==> config.mk <==
export PLATFORM = sky130hd
export DESIGN_NAME = status_pin_and_port_mux
export DESIGN_NICKNAME = d
export VERILOG_FILES = /design/src/line_edges.v /design/src/line_sync.v /design/src/status_pin_and_port_mux.v
export VERILOG_INCLUDE_DIRS = /design/src
export SDC_FILE = /design/constraint.sdc
export NUM_CORES = 1
export LEC_CHECK = 0
export BUFFER_PORTS_ARGS = -buffer_cell sky130_fd_sc_hd__buf_4
export CELL_PAD_IN_SITES_DETAIL_PLACEMENT = 2
export CELL_PAD_IN_SITES_GLOBAL_PLACEMENT = 2
export CORE_MARGIN = 2
export CORE_UTILIZATION = 34
export CTS_CLUSTER_SIZE = 24
export DETAILED_ROUTE_END_ITERATION = 8
export PLACE_DENSITY_LB_ADDON = 0.15
export SLEW_MARGIN = 20
export SYNTH_ARGS = -nofsm -noshare
export SYNTH_HDL_FRONTEND = slang
export SYNTH_SLANG_ARGS = --single-unit
==> constraint.sdc <==
create_clock -name clk_sys_in -period 2.3 [get_ports clk_sys_in]
set_input_delay 0.23 -clock clk_sys_in [delete_from_list [all_inputs] [get_ports clk_sys_in]]
set_output_delay 0.23 -clock clk_sys_in [all_outputs]
set_load 0.05 [all_outputs]
==> src/status_pin_map.vh <==
// named constants for the status pin and serial port pin mux
`ifndef STATUS_PIN_MAP_VH
`define STATUS_PIN_MAP_VH

// control mode strap levels
`define MODE_I2C           1'b0
`define MODE_SPI           1'b1

// lock output polarity: this value keeps the pin active high (1 = unlocked)
`define LOCK_POL_ACT_HIGH  1'b0
// internal lock indication levels before polarity
`define LOCK_LEVEL_LOCKED  1'b0
`define LOCK_LEVEL_LOST    1'b1

// clock select encodings
`define SEL_CLOCK_ONE      1'b0
`define SEL_CLOCK_TWO      1'b1

// fixed upper bits of the serial target address
`define I2C_ADDR_HI        4'hd
// i2c read/write bit level for a read
`define I2C_RW_READ        1'b1
// level the device pulls sda to when acknowledging
`define I2C_ACK_LEVEL      1'b0
// level of a master not-acknowledge
`define I2C_NACK_LEVEL     1'b1

// spi slave select is active at this level
`define SS_ACTIVE          1'b0

// synchroniser lane positions
`define LN_SCL             0
`define LN_SDA             1
`define LN_SS              2
`define LN_SDI             3
`define LN_A0              4
`define LN_A1              5
`define LN_MODE            6
`define LN_CSEL            7
`define LN_COUNT           8

// edge detector lane positions
`define ED_SCL             0
`define ED_SDA             1
`define ED_SS              2
`define ED_COUNT           3

// enabled edges the pin synchroniser needs before its output is real
`define SYNC_FIRST         2'h0
`define SYNC_FILLED        2'h2
`define SYNC_STEP          2'h1

// bit counter values
`define BIT_FIRST          3'h0
`define BIT_LAST           3'h7
`define BIT_STEP           3'h1

`endif

==> src/line_edges.v <==
// edge detector for synchronised lanes
module line_edges #(
	parameter WIDTH = 1	// number of lanes
) (
	input  wire             clk_sys_in,	// system clock
	input  wire             nrst_in,	// synchronous reset, active low
	input  wire             ce_in,	// clock enable
	input  wire [WIDTH-1:0] level_in,	// synchronised levels
	output wire [WIDTH-1:0] rise_out,	// one-cycle pulse on 0 to 1
	output wire [WIDTH-1:0] fall_out	// one-cycle pulse on 1 to 0
);

	reg [WIDTH-1:0] prev_q;	// level seen on the previous enabled edge

	////////////////////////////////////////////////////////////////
	// remember the last level; reset to the idle-high bus state
	always @(posedge clk_sys_in) begin
		if (!nrst_in) begin
			prev_q <= {WIDTH{1'b1}};
		end else if (ce_in) begin
			prev_q <= level_in;
		end
	end

	// pulses are only meaningful while the clock enable is high
	assign rise_out = level_in & ~prev_q & {WIDTH{ce_in}};
	assign fall_out = ~level_in & prev_q & {WIDTH{ce_in}};

endmodule // line_edges

==> src/line_sync.v <==
// two flip-flop synchroniser for pin inputs
module line_sync #(
	parameter WIDTH = 1	// number of lanes
) (
	input  wire             clk_sys_in,	// system clock
	input  wire             nrst_in,	// synchronous reset, active low
	input  wire             ce_in,	// clock enable
	input  wire [WIDTH-1:0] async_in,	// lanes from outside the domain
	output wire [WIDTH-1:0] sync_out	// lanes safe to read
);

	reg [WIDTH-1:0] meta_q;	// first stage, read only by the second
	reg [WIDTH-1:0] sync_q;	// second stage

	////////////////////////////////////////////////////////////////
	// two stages, frozen while the clock enable is low
	always @(posedge clk_sys_in) begin
		if (!nrst_in) begin
			meta_q <= {WIDTH{1'b0}};
			sync_q <= {WIDTH{1'b0}};
		end else if (ce_in) begin
			meta_q <= async_in;
			sync_q <= meta_q;
		end
	end

	assign sync_out = sync_q;

endmodule // line_sync

==> src/status_pin_and_port_mux.v <==
// lock, clock select and serial control pin mux with i2c/spi byte port
`include "status_pin_map.vh"

module status_pin_and_port_mux (
	input  wire       clk_sys_in,	// system clock, 200 MHz
	input  wire       nrst_in,	// synchronous reset, active low
	input  wire       ce_in,	// clock enable, freezes all state when low
	// configuration and internal state, same clock domain
	input  wire       pll_locked_in,	// 1 while the pll is locked
	input  wire       lock_out_enable_in,	// 1 drives the lock pin
	input  wire       lock_out_polarity_in,	// 0 active high, 1 inverted
	input  wire       auto_select_in,	// 1 automatic, 0 manual clock select
	input  wire       select_pin_enable_in,	// 1 takes clock select from pin
	input  wire       select_register_bit_in,	// register clock select
	input  wire       active_indicator_enable_in,	// 1 drives active clock on pin
	input  wire       active_clock_two_in,	// switch logic: clock two in use
	input  wire       alarm_one_in,	// alarm on input clock one
	input  wire       alarm_two_in,	// alarm on input clock two
	// pins
	output wire       lock_lost_out,	// lock pin level
	output wire       lock_lost_oe_out,	// lock pin output enable
	input  wire       clock_select_active_pin_in,	// select pin level in
	output wire       clock_select_active_pin_out,	// select pin level out
	output wire       clock_select_active_pin_oe_out,	// select pin enable
	input  wire       serial_clock_pin_in,	// serial clock from host
	input  wire       shared_serial_data_pin_in,	// data pin level in
	output wire       shared_serial_data_pin_out,	// data pin level out
	output wire       shared_serial_data_pin_oe_out,	// data pin enable
	input  wire       addr_pin_zero_in,	// address bit zero
	input  wire       addr_pin_one_in,	// address bit one
	input  wire       addr_two_or_select_pin_in,	// address two or spi select
	input  wire       control_mode_strap_in,	// 0 i2c, 1 spi
	input  wire       spi_serial_in_pin_in,	// spi data in
	// status
	output wire       lock_lost_status_out,	// 1 while unlocked
	output wire       active_input_status_out,	// 1 clock two active
	output wire       selected_clock_two_out,	// 1 clock two selected
	output wire       spi_mode_out,	// captured control mode
	// user byte port
	input  wire [7:0] tx_byte_in,	// byte to send on the next read
	output wire       tx_take_out,	// pulse: tx_byte_in loaded
	output wire [7:0] rx_byte_out,	// last received byte
	output wire       rx_valid_out,	// pulse: rx_byte_out is new
	output wire       addr_match_out	// pulse: i2c address matched
);

	// i2c states, one-hot
	localparam [4:0] ST_IDLE = 5'h01;	// waiting for start
	localparam [4:0] ST_ADDR = 5'h02;	// shifting address byte
	localparam [4:0] ST_AACK = 5'h04;	// acknowledging address
	localparam [4:0] ST_DATA = 5'h08;	// shifting data byte
	localparam [4:0] ST_DACK = 5'h10;	// acknowledge slot after data

	////////////////////////////////////////////////////////////////
	// pin synchronisers and edges

	wire [`LN_COUNT-1:0] raw_w;	// pins grouped for synchronising
	wire [`LN_COUNT-1:0] pin_w;	// synchronised pins
	wire [`ED_COUNT-1:0] rise_w;	// rising edges
	wire [`ED_COUNT-1:0] fall_w;	// falling edges

	assign raw_w[`LN_SCL]  = serial_clock_pin_in;
	assign raw_w[`LN_SDA]  = shared_serial_data_pin_in;
	assign raw_w[`LN_SS]   = addr_two_or_select_pin_in;
	assign raw_w[`LN_SDI]  = spi_serial_in_pin_in;
	assign raw_w[`LN_A0]   = addr_pin_zero_in;
	assign raw_w[`LN_A1]   = addr_pin_one_in;
	assign raw_w[`LN_MODE] = control_mode_strap_in;
	assign raw_w[`LN_CSEL] = clock_select_active_pin_in;

	line_sync #(.WIDTH(`LN_COUNT)) u_sync (
		.clk_sys_in (clk_sys_in),
		.nrst_in    (nrst_in),
		.ce_in      (ce_in),
		.async_in   (raw_w),
		.sync_out   (pin_w)
	);

	line_edges #(.WIDTH(`ED_COUNT)) u_edges (
		.clk_sys_in (clk_sys_in),
		.nrst_in    (nrst_in),
		.ce_in      (ce_in),
		.level_in   ({pin_w[`LN_SS], pin_w[`LN_SDA], pin_w[`LN_SCL]}),
		.rise_out   (rise_w),
		.fall_out   (fall_w)
	);

	// serial clock edges used in both modes
	wire scl_rise_w = rise_w[`ED_SCL];
	wire scl_fall_w = fall_w[`ED_SCL];
	wire scl_w      = pin_w[`LN_SCL];
	wire sda_w      = pin_w[`LN_SDA];

	////////////////////////////////////////////////////////////////
	// control mode strap, caught once after reset release

	reg       mode_q;	// captured strap
	reg       strap_taken_q;	// strap already caught
	reg [1:0] fill_q;	// enabled edges since release, up to the sync depth

	// the synchroniser shows its reset value for two enabled edges, so the
	// tied strap is caught once, only after real pin levels have come through
	always @(posedge clk_sys_in) begin
		if (!nrst_in) begin
			mode_q        <= `MODE_I2C;
			strap_taken_q <= 1'b0;
			fill_q        <= `SYNC_FIRST;
		end else if (ce_in) begin
			if (fill_q != `SYNC_FILLED) begin
				fill_q <= fill_q + `SYNC_STEP;
			end else if (strap_taken_q == 1'b0) begin
				strap_taken_q <= 1'b1;
				mode_q        <= pin_w[`LN_MODE];
			end
		end
	end

	wire spi_w = (mode_q == `MODE_SPI);
	wire i2c_w = strap_taken_q & ~spi_w;
	// slave select only acts in spi mode
	wire ss_act_w = spi_w & strap_taken_q & (pin_w[`LN_SS] == `SS_ACTIVE);

	////////////////////////////////////////////////////////////////
	// lock pin and lock status

	reg lock_out_q;	// lock pin level
	reg lock_oe_q;	// lock pin enable
	reg lock_stat_q;	// lock status bit

	// lock indication before and after polarity
	always @(posedge clk_sys_in) begin
		if (!nrst_in) begin
			lock_out_q  <= 1'b0;
			lock_oe_q   <= 1'b0;
			lock_stat_q <= `LOCK_LEVEL_LOST;
		end else if (ce_in) begin
			// status kept whatever the pin enable
			lock_stat_q <= pll_locked_in ? `LOCK_LEVEL_LOCKED : `LOCK_LEVEL_LOST;
			// driven only while enabled, else released
			lock_oe_q   <= lock_out_enable_in;
			// polarity bit inverts the driven level
			lock_out_q  <= (pll_locked_in ? `LOCK_LEVEL_LOCKED : `LOCK_LEVEL_LOST)
				^ (lock_out_polarity_in != `LOCK_POL_ACT_HIGH);
		end
	end

	////////////////////////////////////////////////////////////////
	// clock select and active clock indication

	reg active_q;	// active clock, held through double alarm
	reg sel_q;	// selected input clock
	reg cs_out_q;	// select pin level out
	reg cs_oe_q;	// select pin enable

	// the held indication avoids flapping while both inputs are bad
	always @(posedge clk_sys_in) begin
		if (!nrst_in) begin
			active_q <= `SEL_CLOCK_ONE;
			sel_q    <= `SEL_CLOCK_ONE;
			cs_out_q <= 1'b0;
			cs_oe_q  <= 1'b0;
		end else if (ce_in) begin
			// freeze on double alarm, else follow the switch
			if (!(alarm_one_in && alarm_two_in)) begin
				active_q <= active_clock_two_in;
			end
			if (auto_select_in) begin
				// automatic: selection is the active clock
				sel_q    <= active_q;
				// drive the indication only when enabled
				cs_oe_q  <= active_indicator_enable_in;
				cs_out_q <= active_q;
			end else begin
				// manual: pin is an input, never driven
				cs_oe_q  <= 1'b0;
				cs_out_q <= 1'b0;
				// the host holds the pin at a definite level
				if (select_pin_enable_in) begin
					sel_q <= pin_w[`LN_CSEL];
				end else begin
					sel_q <= select_register_bit_in;
				end
			end
		end
	end

	////////////////////////////////////////////////////////////////
	// serial engine: i2c target and spi slave share one shifter

	reg [4:0] st_q;	// i2c state
	reg [7:0] sh_q;	// shift register
	reg [2:0] cnt_q;	// bit counter
	reg       done_q;	// eight bits shifted
	reg       rd_q;	// current i2c transfer is a read
	reg       sdo_q;	// data pin level out
	reg       sdo_oe_q;	// data pin enable
	reg [7:0] rx_q;	// received byte
	reg       rx_vld_q;	// received byte pulse
	reg       take_q;	// tx byte loaded pulse
	reg       match_q;	// address matched pulse

	// seven-bit target address: fixed upper bits then the address pins
	wire [6:0] my_addr_w = {`I2C_ADDR_HI, pin_w[`LN_SS], pin_w[`LN_A1], pin_w[`LN_A0]};
	// i2c start and stop conditions
	wire start_w = i2c_w & scl_w & fall_w[`ED_SDA];
	wire stop_w  = i2c_w & scl_w & rise_w[`ED_SDA];
	// shifted-in value for i2c
	wire [7:0] sh_i2c_w = {sh_q[6:0], sda_w};

	// counter advance with wrap flag
	function [3:0] bump;
		input [2:0] c;
		begin
			bump = {(c == `BIT_LAST), c + `BIT_STEP};
		end
	endfunction

	// one process for both modes; the strap keeps them apart
	always @(posedge clk_sys_in) begin
		if (!nrst_in) begin
			st_q     <= ST_IDLE;
			sh_q     <= 8'h00;
			cnt_q    <= `BIT_FIRST;
			done_q   <= 1'b0;
			rd_q     <= 1'b0;
			sdo_q    <= 1'b0;
			sdo_oe_q <= 1'b0;
			rx_q     <= 8'h00;
			rx_vld_q <= 1'b0;
			take_q   <= 1'b0;
			match_q  <= 1'b0;
		end else if (ce_in) begin
			rx_vld_q <= 1'b0;
			take_q   <= 1'b0;
			match_q  <= 1'b0;
			if (spi_w) begin
				// spi slave, mode 0; address zero and one unused
				st_q <= ST_IDLE;
				if (!ss_act_w) begin
					// deselected: output released
					sdo_oe_q <= 1'b0;
					cnt_q    <= `BIT_FIRST;
					done_q   <= 1'b1;
				end else if (scl_rise_w) begin
					// sample the dedicated data input
					sh_q  <= {sh_q[6:0], pin_w[`LN_SDI]};
					{done_q, cnt_q} <= bump(cnt_q);
					if (cnt_q == `BIT_LAST) begin
						rx_q     <= {sh_q[6:0], pin_w[`LN_SDI]};
						rx_vld_q <= 1'b1;
					end
				end else if (scl_fall_w || fall_w[`ED_SS]) begin
					// shared pin is a push-pull output in spi
					sdo_oe_q <= 1'b1;
					if (done_q) begin
						sh_q   <= tx_byte_in;
						sdo_q  <= tx_byte_in[7];
						take_q <= 1'b1;
						done_q <= 1'b0;
					end else begin
						sdo_q <= sh_q[7];
					end
				end
			end else if (start_w) begin
				// start or repeated start
				st_q     <= ST_ADDR;
				cnt_q    <= `BIT_FIRST;
				done_q   <= 1'b0;
				sdo_oe_q <= 1'b0;
			end else if (stop_w) begin
				st_q     <= ST_IDLE;
				sdo_oe_q <= 1'b0;
			end else if (i2c_w) begin
				// open-drain data line: only ever pulls low
				sdo_q <= 1'b0;
				case (st_q)
					ST_ADDR: begin
						if (scl_rise_w) begin
							sh_q <= sh_i2c_w;
							{done_q, cnt_q} <= bump(cnt_q);
						end else if (scl_fall_w && done_q) begin
							done_q <= 1'b0;
							if (sh_q[7:1] == my_addr_w) begin
								st_q     <= ST_AACK;
								rd_q     <= (sh_q[0] == `I2C_RW_READ);
								sdo_oe_q <= (`I2C_ACK_LEVEL == 1'b0);
								match_q  <= 1'b1;
							end else begin
								st_q <= ST_IDLE;
							end
						end
					end
					ST_AACK: begin
						if (scl_fall_w) begin
							st_q  <= ST_DATA;
							cnt_q <= `BIT_FIRST;
							if (rd_q) begin
								// first read bit goes out now
								sh_q     <= tx_byte_in;
								take_q   <= 1'b1;
								sdo_oe_q <= ~tx_byte_in[7];
							end else begin
								sdo_oe_q <= 1'b0;
							end
						end
					end
					ST_DATA: begin
						if (scl_rise_w) begin
							if (!rd_q) begin
								sh_q <= sh_i2c_w;
							end
							{done_q, cnt_q} <= bump(cnt_q);
						end else if (scl_fall_w) begin
							if (done_q) begin
								done_q <= 1'b0;
								st_q   <= ST_DACK;
								if (rd_q) begin
									// master acknowledges the byte
									sdo_oe_q <= 1'b0;
								end else begin
									rx_q     <= sh_q;
									rx_vld_q <= 1'b1;
									sdo_oe_q <= (`I2C_ACK_LEVEL == 1'b0);
								end
							end else if (rd_q) begin
								sh_q     <= {sh_q[6:0], 1'b0};
								sdo_oe_q <= ~sh_q[6];
							end
						end
					end
					ST_DACK: begin
						if (scl_rise_w && rd_q && (sda_w == `I2C_NACK_LEVEL)) begin
							// not-acknowledged read ends the transfer
							st_q <= ST_IDLE;
						end else if (scl_fall_w) begin
							st_q  <= ST_DATA;
							cnt_q <= `BIT_FIRST;
							if (rd_q) begin
								sh_q     <= tx_byte_in;
								take_q   <= 1'b1;
								sdo_oe_q <= ~tx_byte_in[7];
							end else begin
								sdo_oe_q <= 1'b0;
							end
						end
					end
					ST_IDLE: begin
						sdo_oe_q <= 1'b0;
					end
					default: begin
						st_q     <= ST_IDLE;
						sdo_oe_q <= 1'b0;
					end
				endcase
			end else begin
				// strap not yet caught: keep the pin released
				sdo_oe_q <= 1'b0;
			end
		end
	end

	////////////////////////////////////////////////////////////////
	// outputs

	assign lock_lost_out                  = lock_out_q;
	assign lock_lost_oe_out               = lock_oe_q;
	assign lock_lost_status_out           = lock_stat_q;
	assign clock_select_active_pin_out    = cs_out_q;
	assign clock_select_active_pin_oe_out = cs_oe_q;
	assign active_input_status_out        = active_q;
	assign selected_clock_two_out         = sel_q;
	assign spi_mode_out                   = mode_q;
	assign shared_serial_data_pin_out     = sdo_q;
	assign shared_serial_data_pin_oe_out  = sdo_oe_q;
	assign rx_byte_out                    = rx_q;
	assign rx_valid_out                   = rx_vld_q;
	assign tx_take_out                    = take_q;
	assign addr_match_out                 = match_q;

endmodule // status_pin_and_port_mux

After elaboration in Yosys (flattened, before gate mapping). Index checks and enable logic that the tools add are counted.

Bits in registers: 61. Word-level logic and storage cells: 248. Output and inout port bits: 21. Input bits: 29.

$add $sub $neg: 2. Reductions and logical operators: 26. Mux-type cells: 127. Equality and inequality tests: 46. Bitwise logic cells: 23.

Operator list (count): 8-bit two-way mux (29); 1-bit two-way mux (72); 5-bit two-way mux (11); 6-bit != test, second input constant (8); 5-bit != test, second input constant (7); 8-bit one-hot mux with 4 select lines (1); 3-bit two-way mux (9); 5-bit one-hot mux with 5 select lines (1); 4-bit != test, second input constant (6); 14-bit AND reduction (1); 7-bit AND reduction (2); 3-bit != test, second input constant (4); 12-bit AND reduction (1); 2-bit != test, second input constant (5); 1-bit inverter (10); 10-bit AND reduction (1); 5-bit nonzero test (2); 3-bit by 2-bit != test with 1-bit output, second input constant (3); 3-bit one-hot mux with 3 select lines (1); 9-bit AND reduction (1); 2-bit by 1-bit != test with 1-bit output, second input constant (4); 8-bit AND reduction (1); 4-bit nonzero test (2); 7-bit equality test (1); other kinds (26) (41).

Depth between registers and ports, before layout. Gate-level depths: netlist of the first run.

Depth after elaboration: 11. Depth in mapped cells: 8. Gate-level depth less buffers: 6.

By module. Synthesis of the first run repeated with hierarchy kept, for this count alone.

Cell total of the unflattened synthesis: 397. Area, all modules: 3473.3 µm².

Modules (own cells, without submodules): status_pin_and_port_mux (area an instance 2695.1 µm², seq. area each 840.8 µm², instances 1, cells an instance 327); line_sync (area an instance 615.6 µm², seq. area each 320.3 µm², instances 1, cells an instance 51); line_edges (area an instance 162.7 µm², seq. area each 60.1 µm², instances 1, cells an instance 19).

Worst setup path before layout of the first run. Ideal clock, no wire load.

Kind: register to register. Start: reg mode_q, in the netlist spi_mode_out. End: reg rx_q[7], in the netlist rx_byte_out[7]. Arrival time: 2011 ps. Setup slack: 204 ps. Buffers on the path: 3. Cell stages (with the launch flop): 8. Cells stage by stage: dfxtp_1 > buf_2 > buf_2 > nand3_1 > a21oi_2 > buf_2 > nor2_1 > a211oi_1.

Longest elaborated chain between the ends: 6. Elaborated cells on any way between the ends: 20.

RTL lines: start: declaration (line status_pin_and_port_mux.v:97) `reg mode_q;`; start signal: assignment (line status_pin_and_port_mux.v:105) `` mode_q <= `MODE_I2C; ``; start signal: assignment (line status_pin_and_port_mux.v:113) `` mode_q <= pin_w[`LN_MODE]; ``; 1-bit inverter (no source line); 1-bit bitwise AND (line status_pin_and_port_mux.v:119) `wire i2c_w = strap_taken_q & ~spi_w;`; 1-bit bitwise AND (line status_pin_and_port_mux.v:205, status_pin_and_port_mux.v:206); 1-bit bitwise AND, on equally long branches (line status_pin_and_port_mux.v:205, status_pin_and_port_mux.v:206); 6-bit != test (no source line) / 2-bit != test (equally long branches); 12-bit AND reduction (no source line); end signal: assignment (line status_pin_and_port_mux.v:249) `` rx_q <= {sh_q[6:0], pin_w[`LN_SDI]}; ``; end signal: assignment (line status_pin_and_port_mux.v:321) `rx_q <= sh_q;`; end: declaration (line status_pin_and_port_mux.v:197) `reg [7:0] rx_q;`.

Parallel ways exist; a longest one is shown, timed or not. A chain may end at the register's enable or synchronous reset.

Worst setup path in the final report of the first run.
Start: reg st_q[0]. End: reg sh_q[7].

Longest elaborated chain between the ends: 6. Elaborated cells on any way between the ends: 17.

RTL lines: start: declaration (line status_pin_and_port_mux.v:190) `reg [4:0] st_q;`; start signal: assignment (line status_pin_and_port_mux.v:221) `st_q <= ST_IDLE;`; start signal: assignment (line status_pin_and_port_mux.v:238) `st_q <= ST_IDLE;`; start signal: assignment (line status_pin_and_port_mux.v:266) `st_q <= ST_ADDR;`; 5-bit equality test (tied with other cells) (line status_pin_and_port_mux.v:276) `case (st_q)`; 8-bit one-hot mux with 4 select lines (line status_pin_and_port_mux.v:276); 8-bit two-way mux (line status_pin_and_port_mux.v:273) `end else if (i2c_w) begin`; 8-bit two-way mux (line status_pin_and_port_mux.v:270) `end else if (stop_w) begin`; 8-bit two-way mux (line status_pin_and_port_mux.v:264) `end else if (start_w) begin`; 8-bit two-way mux (line status_pin_and_port_mux.v:236) `if (spi_w) begin`; end signal: assignment (line status_pin_and_port_mux.v:246) `` sh_q <= {sh_q[6:0], pin_w[`LN_SDI]}; ``; end signal: assignment (line status_pin_and_port_mux.v:256) `sh_q <= tx_byte_in;`; end signal: assignment (line status_pin_and_port_mux.v:279) `sh_q <= sh_i2c_w;`; end: declaration (line status_pin_and_port_mux.v:191) `reg [7:0] sh_q;`.

Parallel ways exist; a longest one is shown, timed or not. The select of a mux whose other input is x is not followed.

==> reports/metrics.cfg, run 1 <==
[detailed_routing]
routed_wl_um=11440
via_count=3233
wl_per_cell_um=19.39
ant_nets=0
vias_per_cell=5.480
drt-initial-drc-count=138
drc=0
dr.pass1.iters=4

[final_layout]
area_delta_synth_final_pct=23.22
seqCellArea_um2=1221
finalNetCount=484
num-fill-cells=1134
final_area_um2=4183
drive_above_1_share_pct=21.23
antennaDiodeCount=0
multi_input_area_um2=1984

[hold_path]
hold_class=in2reg

[clock_tree]
cts_tree=done
cts_setup_buffers=0
clock-root-buffer=clkbuf_8
cts_sinks=61
path_clk_slew_ns=0.08
ctsResizeCount=0
htree_levels=3
max-clock-path-buffers=2
clk_latency_ns=0.35
ctsHoldBuffers=0
cts-buffers-inserted=9

[synth]
netlist_instances=402
synthArstFlopShare_pct=0
synth_area_per_cell_um2=8.444
ys_warn_count=0
ys_types=63
synth_nets=434
ys_ff_latch=61
synth-edff-count=0
synth-main-ff-cell=dfxtp_1
yosysSeqAreaShare_pct=35.97
syn_area_um2=3395

[status]
status=finished clean

[global_route]
grt_pass1_wl_um=18810
grt_usage_pct=21.95
grt_antenna_before_repair=0
grt_pass1_vias=3469
overflow=0
grt_max_degree=31

[critical_path]
arrival_ns=2.46
critPathKind=reg2reg
path_cells=or3b_1 -> or3_1 -> a221oi_1 -> or4_1 -> buf_12 -> mux2i_1
critPathRequiredTime_ns=2.58
worst-path-max-fanout=8
critPathMaxStageDelay_ns=0.47
critical-path-top-delay-family=simple AND/OR/NAND/NOR gates
worst_path_max_delay_cell=or3b_1
endpoint_kind=flip-flop
cp-start-kind=flip-flop
path_buf_inv=1

[pwr]
powerDensity_nw_per_um2=585.6
irDropWorstVdd_mv=0.2433
leakage_uw=0.001764

[timing]
tightest_slew_ns=0.5360
setup_viol=0
finalCriticalPeriod_ns=2.174
finClkSkew_ns=0.01247
holdWs_ns=0.1109
tns_ns=0
slew_headroom_pct=64.22
maxSlewViolCount=0
timing.final.crit_share_pct=94.53
rsz0062_at_grt=false
hold_viol_final=0
fmax_mhz=459.9

[placement]
dp_hpwl_um=8376
place.gp.congestion=0.9018
portBuffers=49
place_area_um2=3959

[floorplan]
initial_utilization_pct=34.89
num_io_pins=50
die_h_um=103.9
die_w_um=103.9
num_rows=36
die-area_um2=10800
core_area_um2=9729

[flow_run]
cap_violations=0

-- cells in the final DEF, fill, tap and decap left out, types with 10 or more instances in the layout --
cell / netlist / layout
o21ai_0: 15 / 15
mux2i_1: 42 / 42
dfxtp_1: 61 / 61
nand3_1: 14 / 14
clkbuf_8: 0 / 10
a211oi_1: 11 / 11
a21oi_1: 13 / 13
nor2_1: 42 / 42
nand2_1: 39 / 39
buf_4: 0 / 71
-- power by group --
group	switching, µW	internal (µW)
Sequential	26.8	1090
Clock	465	638
Combinational	135	99.3
-- area by class of cell --
type,count,share of cell area (%)
Clock buffer,10,3.290
Tap cell,133,3.978
Multi-Input combinational cell,299,47.44
Inverter,9,0.8077
Clock inverter,6,2.064
Timing Repair Buffer,72,13.22
Sequential cell,61,29.20
-- metrics by stage --
step                      power, µW  cells  setup WS [ns]  util [%]
after floorplan                1273    402         0.2036         -
after global placement         1363    574         0.2268     40.69
after detailed placement       1373    574         0.1444     40.69
after CTS                      2482    590         0.1250     42.99
after global routing           2562    590      0.0004865     42.99
final                          2449    590         0.1258     42.99
-- path summary, 6_finish.rpt --
| check | slack [ns] | cells past startpoint | to | from |
|---|---|---|---|---|
| min reg2reg | 0.48 | 2 | clock_select_active_pin_oe_out | clock_select_active_pin_oe_out |
| max | 0.13 | 6 | sh_q[7] | st_q[0] |
| max reg2reg | 0.13 | 6 | sh_q[7] | st_q[0] |
| min | 0.11 | 3 | u_sync.meta_q[4] | addr_pin_zero_in |
-- sequential cells by signal (all words and copies together), names as in the netlist, 2 cells and up --
| signal | flops |
|---|---|
| u_sync.meta_q | 8 |
| cnt_q | 3 |
| rx_byte_out | 8 |
| st_q | 5 |
| u_edges.prev_q | 3 |
| u_sync.sync_out | 8 |
| fill_q | 2 |
| sh_q | 8 |
-- worst min-delay path, stage by stage --
cell and delay (ns):
buf_4 0.08, mux2i_1 0.05, nor2_1 0.07
-- logic make-up (layout without fill, tap and decap cells) --
logic type,after synthesis,count (layout),share of synthesized area [%]
xor+xnor,10,10,2.580
mux,42,42,12.38
simple gates,153,153,23.22
flops,61,61,35.97
buf+inv,42,97,5.565
fa+ha+maj,3,3,1.106
compound gates,91,91,19.17
-- synthesized netlist by cell type, drive strengths merged (4+ instances only) --
| master | n | area [µm²] |
|---|---|---|
| and3b | 4 | 35.03 |
| xor2 | 6 | 52.55 |
| nand3 | 14 | 70.07 |
| a211oi | 11 | 82.58 |
| o22ai | 4 | 25.02 |
| or3 | 6 | 37.54 |
| nor2b | 5 | 31.28 |
| a21oi | 15 | 82.58 |
| buf | 14 | 83.82 |
| inv | 9 | 33.78 |
| a21boi | 8 | 60.06 |
| nand2 | 39 | 146.4 |
| a31oi | 6 | 37.54 |
| nor3 | 5 | 36.29 |
| o21ai | 16 | 80.07 |
| xnor2 | 4 | 35.03 |
| and3 | 9 | 56.30 |
| nor2 | 42 | 157.7 |
| dfxtp | 61 | 1221 |
| clkbuf | 19 | 71.32 |
| mux2i | 42 | 420.4 |
| nand2b | 5 | 31.28 |
-- per-layer routing --
| metal | part of all wire (%) | wire [µm] | up-vias | GRT usage, % |
|---|---|---|---|---|
| met2 | 48 | 5496 | 48 | 36.94 |
| met1 | 48 | 5508 | 1621 | 29.19 |
| li1 | - | - | 1551 | - |
| met4 | 1.2 | 138 | 0 | 6.757 |
| met3 | 2.6 | 295 | 13 | 3.008 |
| met5 | 0 | 0 | - | 0 |
No activity file was read; power rests on OpenSTA's default activity.
==> inputs of run 2 (changes only) <==
--- a/config.mk
+++ b/config.mk
@@ -6,13 +6,13 @@
 export SDC_FILE = /design/constraint.sdc
 export NUM_CORES = 1
 export LEC_CHECK = 0
-export BUFFER_PORTS_ARGS = -buffer_cell sky130_fd_sc_hd__buf_4
 export CELL_PAD_IN_SITES_DETAIL_PLACEMENT = 2
 export CELL_PAD_IN_SITES_GLOBAL_PLACEMENT = 2
 export CORE_MARGIN = 2
-export CORE_UTILIZATION = 34
+export CORE_UTILIZATION = 38
 export CTS_CLUSTER_SIZE = 24
 export DETAILED_ROUTE_END_ITERATION = 8
+export DONT_BUFFER_PORTS = 1
 export PLACE_DENSITY_LB_ADDON = 0.15
 export SLEW_MARGIN = 20
 export SYNTH_ARGS = -nofsm -noshare
==> reports/metrics.cfg, run 2 (same netlist as run 1, synthesis figures left out) <==
[floorplan]
die-area_um2=9705  ; -10%
die_w_um=98.52  ; -5.2%
initial_utilization_pct=39.11  ; +4.2 points
die_h_um=98.52  ; -5.2%
num_rows=34  ; -5.6%
num_io_pins=50  ; unchanged
core_area_um2=8678  ; -11%

[final_layout]
finalNetCount=438  ; -9.5%
num-fill-cells=1000  ; -12%
final_area_um2=3794  ; -9.3%
multi_input_area_um2=1986  ; about the same
antennaDiodeCount=0  ; unchanged
layout_common_cells=dfxtp_1 (60), mux2i_1 (42), nor2_1 (42)
final_core_util_pct=43.71  ; +0.72 points
seqCellArea_um2=1222  ; +0.10%
area_delta_synth_final_pct=11.76
layout_commonest_cell=dfxtp_1
drive_above_1_share_pct=12.65  ; -8.6 points

[status]
status=finished clean

[critical_path]
cp-start-kind=flip-flop
reg2reg_from=u_edges.prev_q[0]
path_buf_inv=1  ; unchanged
rr_endpoint=sh_q[2]
worst_path_max_delay_cell=or4_1
critical-path-top-delay-family=simple AND/OR/NAND/NOR gates
critPathKind=reg2reg
cp-startpoint=u_edges.prev_q[0]
path_cells=and3b_2 -> o311ai_4 -> a221oi_1 -> or4_1 -> buf_12 -> mux2i_1
arrival_ns=2.42  ; -0.04 ns
worst-path-max-fanout=9  ; +1
critPathRequiredTime_ns=2.52  ; -0.06 ns
critPathMaxStageDelay_ns=0.57  ; +0.10 ns
rr_worst_depth=6  ; unchanged
r2r_slack_ns=0.1  ; -0.03 ns
endpoint_kind=flip-flop

[clock_tree]
path_clk_slew_ns=0.09  ; about the same
cts-buffers-inserted=9  ; unchanged
cts_setup_buffers=0  ; unchanged
cts_sinks=61  ; unchanged
clock-root-buffer=clkbuf_8
max-clock-path-buffers=2  ; unchanged
htree_levels=3  ; unchanged
clk_latency_ns=0.35  ; about the same
cts_tree=done

[timing]
setup_viol=0  ; unchanged
slew_headroom_pct=60.99  ; -3.2 points
fmax_mhz=453.7  ; -1.3%
tightest_slew_ns=0.5844  ; +0.04841 ns
timing.final.crit_share_pct=95.82  ; +1.3 points
rsz0062_at_grt=false
tns_ns=0  ; unchanged
maxSlewViolCount=0  ; unchanged
hold_viol_final=0  ; unchanged
finalCriticalPeriod_ns=2.204  ; +0.02964 ns
finClkSkew_ns=0.01149  ; -0.0009754 ns

[global_route]
grt_max_degree=43  ; +39%
grt_antenna_before_repair=0  ; unchanged
grt_pass1_wl_um=18550  ; -1.4%
overflow=0  ; unchanged
grt_pass1_vias=3380  ; -2.6%
grt_usage_pct=24.35  ; +2.4 points

[pwr]
powerDensity_nw_per_um2=604.1  ; +3.2%
irDropWorstVdd_mv=0.3501  ; +44%
leakage_uw=0.001528  ; -13%

[detailed_routing]
vias_per_cell=6.027  ; +10%
via_count=3128  ; -3.2%
wl_per_cell_um=21.91  ; +13%
dr.pass1.iters=4  ; unchanged
ant_nets=0  ; unchanged
routed_wl_um=11370  ; -0.59%
drc=0  ; unchanged
drt-initial-drc-count=120  ; -13%

[placement]
place.gp.congestion=0.9317  ; +3.3%
place_area_um2=3576  ; -9.7%
dp_hpwl_um=8079  ; -3.5%
portBuffers=0  ; -100%

[hold_path]
hp-start=shared_serial_data_pin_in
min_to=u_sync.meta_q[1]
hold_class=in2reg
whs_path_depth=2  ; -1

[flow_run]
cap_violations=0  ; unchanged

## run 2: cell count changes in the layout (fill, tap and decap cells not counted)
cell,previous run,this run
clkinv_4,1,4
and3b_2,0,1
and3b_1,4,3
clkinv_2,2,0
bufinv_16,2,1
dfxtp_2,0,1
clkbuf_8,10,9
buf_4,71,24
clkinvlp_4,1,0
inv_6,0,2
dfxtp_1,61,60
dlygate4sd3_1,0,1
## run 2: worst max path at each step
stage / to / slack, ns / cells past startpoint
5_1_grt: sh_q[3] / 0.02 / 6
4_1_cts: sh_q[3] / 0.09 / 6
2_1_floorplan: rx_byte_out[7] / 0.20 / 7
6_report: sh_q[2] / 0.1 / 6
3_3_place_gp: sh_q[5] / 0.25 / 6
3_5_place_dp: sh_q[1] / 0.18 / 6
## run 2: cell type report
class,count,area share [%]
clock buffers,9,3.265
multi-input cells,299,52.34
clock inverters,7,2.177
inverters,9,0.8905
repair buffers,26,5.541
well taps,108,3.562
flip-flops and latches,61,32.22
## run 2: through the flow
step                      hold slack (ns)  instances  power, µW  worst slack (ns)
after detailed placement           0.3038        502       1302            0.1770
after global routing              0.01266        519       2385           0.01875
after global placement             0.2995        502       1291            0.2529
after floorplan                    0.3772        402       1273            0.2036
after CTS                        0.006167        519       2321           0.08968
final                             0.02327        519       2292           0.09612
## run 2: repair_timing
item                       4_1_cts  5_1_grt
hold buffers                     1        0
setup endpoints to repair        0        2
hold endpoints to repair         4        0
gates resized for setup          0        1
## run 2: power breakdown
part / switching (µW) / internal [µW]
Combinational: 83.0 / 63.3
Clock: 494 / 515
Sequential: 50.5 / 1090
Total: 628 / 1660
## run 2: layer usage
metal  track usage [%]  part of all wire [%]  up-vias  wire length [µm]
met5                 0                     0        -                 0
met4             9.694                   2.3        0               260
met3             4.043                   4.7       18               536
met2             40.76                    48       78              5487
met1             31.35                    45     1564              5086
li1                  -                     -     1468                 -
==> inputs of run 3 (changes only) <==
--- a/config.mk
+++ b/config.mk
@@ -13,7 +13,8 @@
 export CTS_CLUSTER_SIZE = 24
 export DETAILED_ROUTE_END_ITERATION = 8
 export DONT_BUFFER_PORTS = 1
-export PLACE_DENSITY_LB_ADDON = 0.15
+export PLACE_DENSITY = 0.82
+export SKIP_LAST_GASP = 1
 export SLEW_MARGIN = 20
 export SYNTH_ARGS = -nofsm -noshare
 export SYNTH_HDL_FRONTEND = slang
==> reports/metrics.cfg, run 3 (same netlist as run 1, synthesis figures left out) <==
[status]
status=finished clean

[critical_path]
critPathRequiredTime_ns=2.58  ; +0.06 ns
endpoint_kind=flip-flop
arrival_ns=2.44  ; +0.02 ns
worst-path-max-fanout=8  ; -1
cp-start-kind=flip-flop
critPathKind=reg2reg

[final_layout]
antennaDiodeCount=0  ; unchanged
seqCellArea_um2=1222  ; unchanged
finalNonFillerCells=515  ; -0.77%
multi_input_area_um2=1996  ; +0.50%
num-fill-cells=974  ; -2.6%
drive_above_1_share_pct=12.29  ; -0.37 points
layout_common_cells=dfxtp_1 (60), mux2i_1 (42), nor2_1 (42)
layout_commonest_cell=dfxtp_1
area_delta_synth_final_pct=11.61
finalNetCount=434  ; -0.91%

[pwr]
power_switching_share_pct=26.82  ; -0.58 points
p_comb_share_pct=6.4  ; about the same
leakage_uw=0.001510  ; -1.2%
p_sw_uw=646.4  ; +2.9%
p_clk_share_pct=46.4  ; +2.3 points
irDropWorstVdd_mv=0.5271  ; +51%
p_seq_share_pct=47.2  ; -2.4 points
p_int_uw=1764  ; +6.0%
powerDensity_nw_per_um2=636.1  ; +5.3%

[clock_tree]
cts_setup_buffers=0  ; unchanged
cts-buffers-inserted=9  ; unchanged
path_clk_slew_ns=0.08  ; about the same
clk_latency_ns=0.35  ; about the same
cts_sinks=61  ; unchanged
htree_levels=3  ; unchanged
max-clock-path-buffers=2  ; unchanged
cts_tree=done
clock-root-buffer=clkbuf_8

[detailed_routing]
routed_wl_um=12060  ; +6.0%
ant_nets=0  ; unchanged
wl_per_cell_um=23.41  ; +6.9%
vias_per_cell=6.126  ; +1.6%
dr.pass1.iters=5  ; +1
via_count=3155  ; +0.86%
drc=0  ; unchanged
drt-initial-drc-count=198  ; +65%

[hold_path]
hold_class=in2reg

[floorplan]
core_area_um2=8678  ; unchanged
die-area_um2=9705  ; unchanged
die_w_um=98.52  ; unchanged
num_io_pins=50  ; unchanged
initial_utilization_pct=39.11  ; unchanged
die_h_um=98.52  ; unchanged
num_rows=34  ; unchanged

[timing]
setup_viol=0  ; unchanged
slew_headroom_pct=54.16  ; -6.8 points
rsz0062_at_grt=false
maxSlewViolCount=0  ; unchanged
tns_ns=0  ; unchanged
tightest_slew_ns=0.6786  ; +0.09425 ns
finalCriticalPeriod_ns=2.165  ; -0.03925 ns
timing.final.crit_share_pct=94.11  ; -1.7 points
hold_viol_final=0  ; unchanged
finClkSkew_ns=0.007467  ; -0.004027 ns
fmax_mhz=462.0  ; +1.8%

[global_route]
grt_usage_pct=25.39  ; +1.0 points
grt_pass1_vias=3379  ; -0.030%
grt_max_degree=43  ; unchanged
grt_pass1_wl_um=19250  ; +3.8%
overflow=0  ; unchanged
grt_antenna_before_repair=0  ; unchanged

[placement]
portBuffers=0  ; unchanged
place.gp.congestion=0.8979  ; -3.6%
dp_hpwl_um=8023  ; -0.69%
placed_cells=498  ; -0.80%

[flow_run]
cap_violations=0  ; unchanged

run 3: metrics by stage:
stage                     hold slack (ns)  setup slack (ns)  util, %  cell area, µm²  power (µW)
after detailed placement           0.3111            0.1067    40.86            3546        1302
after global placement             0.2987            0.2055    40.86            3546        1289
after global routing              0.01438           0.02470    43.66            3789        2487
final                             0.01722            0.1354    43.66            3789        2410
after floorplan                    0.3772            0.2036        -            3395        1273
after CTS                         0.01813           0.04028    43.53            3777        2412
run 3: worst max-delay path: stages, from the launching register on:
cell and delay [ns]:
dfxtp_1 0.40, or3b_1 0.47, or3_1 0.43, a221oi_2 0.28
or4_4 0.18, buf_12 0.13, mux2i_1 0.20
run 3: cell type report:
class,count,area share (%)
Clock inverter,7,2.576
Clock buffer,9,3.269
Multi-Input combinational cell,299,52.67
Sequential cell,61,32.27
Timing Repair Buffer,22,4.756
Inverter,9,0.8917
Tap cell,108,3.567
run 3: layer usage:
| layer | up-vias | global-route usage [%] | part of all wire, % |
|---|---|---|---|
| met5 | - | 0 | 0 |
| met4 | 0 | 6.428 | 1.8 |
| met3 | 21 | 5.319 | 4.9 |
| met2 | 87 | 42.60 | 49 |
| met1 | 1587 | 33.44 | 44 |
| li1 | 1460 | - | - |
run 3: worst paths after layout:
check | start | end | slack [ns] | depth (start not counted)
max | st_q[0] | sh_q[1] | 0.14 | 6
min | nrst_in | u_edges.prev_q[1] | 0.02 | 1
max reg2reg | st_q[0] | sh_q[1] | 0.14 | 6
min reg2reg | cnt_q[2] | cnt_q[2] | 0.48 | 2
run 3: power by group through the flow:
stage	clock network [µW]	registers, µW	logic, µW
6_report	1120	1140	153
5_1_grt	1180	1140	168
4_1_cts	1120	1140	153
3_5_place_dp	0	1160	143
3_3_place_gp	0	1160	133
2_1_floorplan	0	1150	127
run 3: repair_timing:
| item | in CTS | in global routing |
|---|---|---|
| endpoints found under the hold margin | 4 | 0 |
| endpoints found under the setup margin | 0 | 8 |
| hold buffers | 1 | 0 |
| gates resized for setup | 0 | 3 |
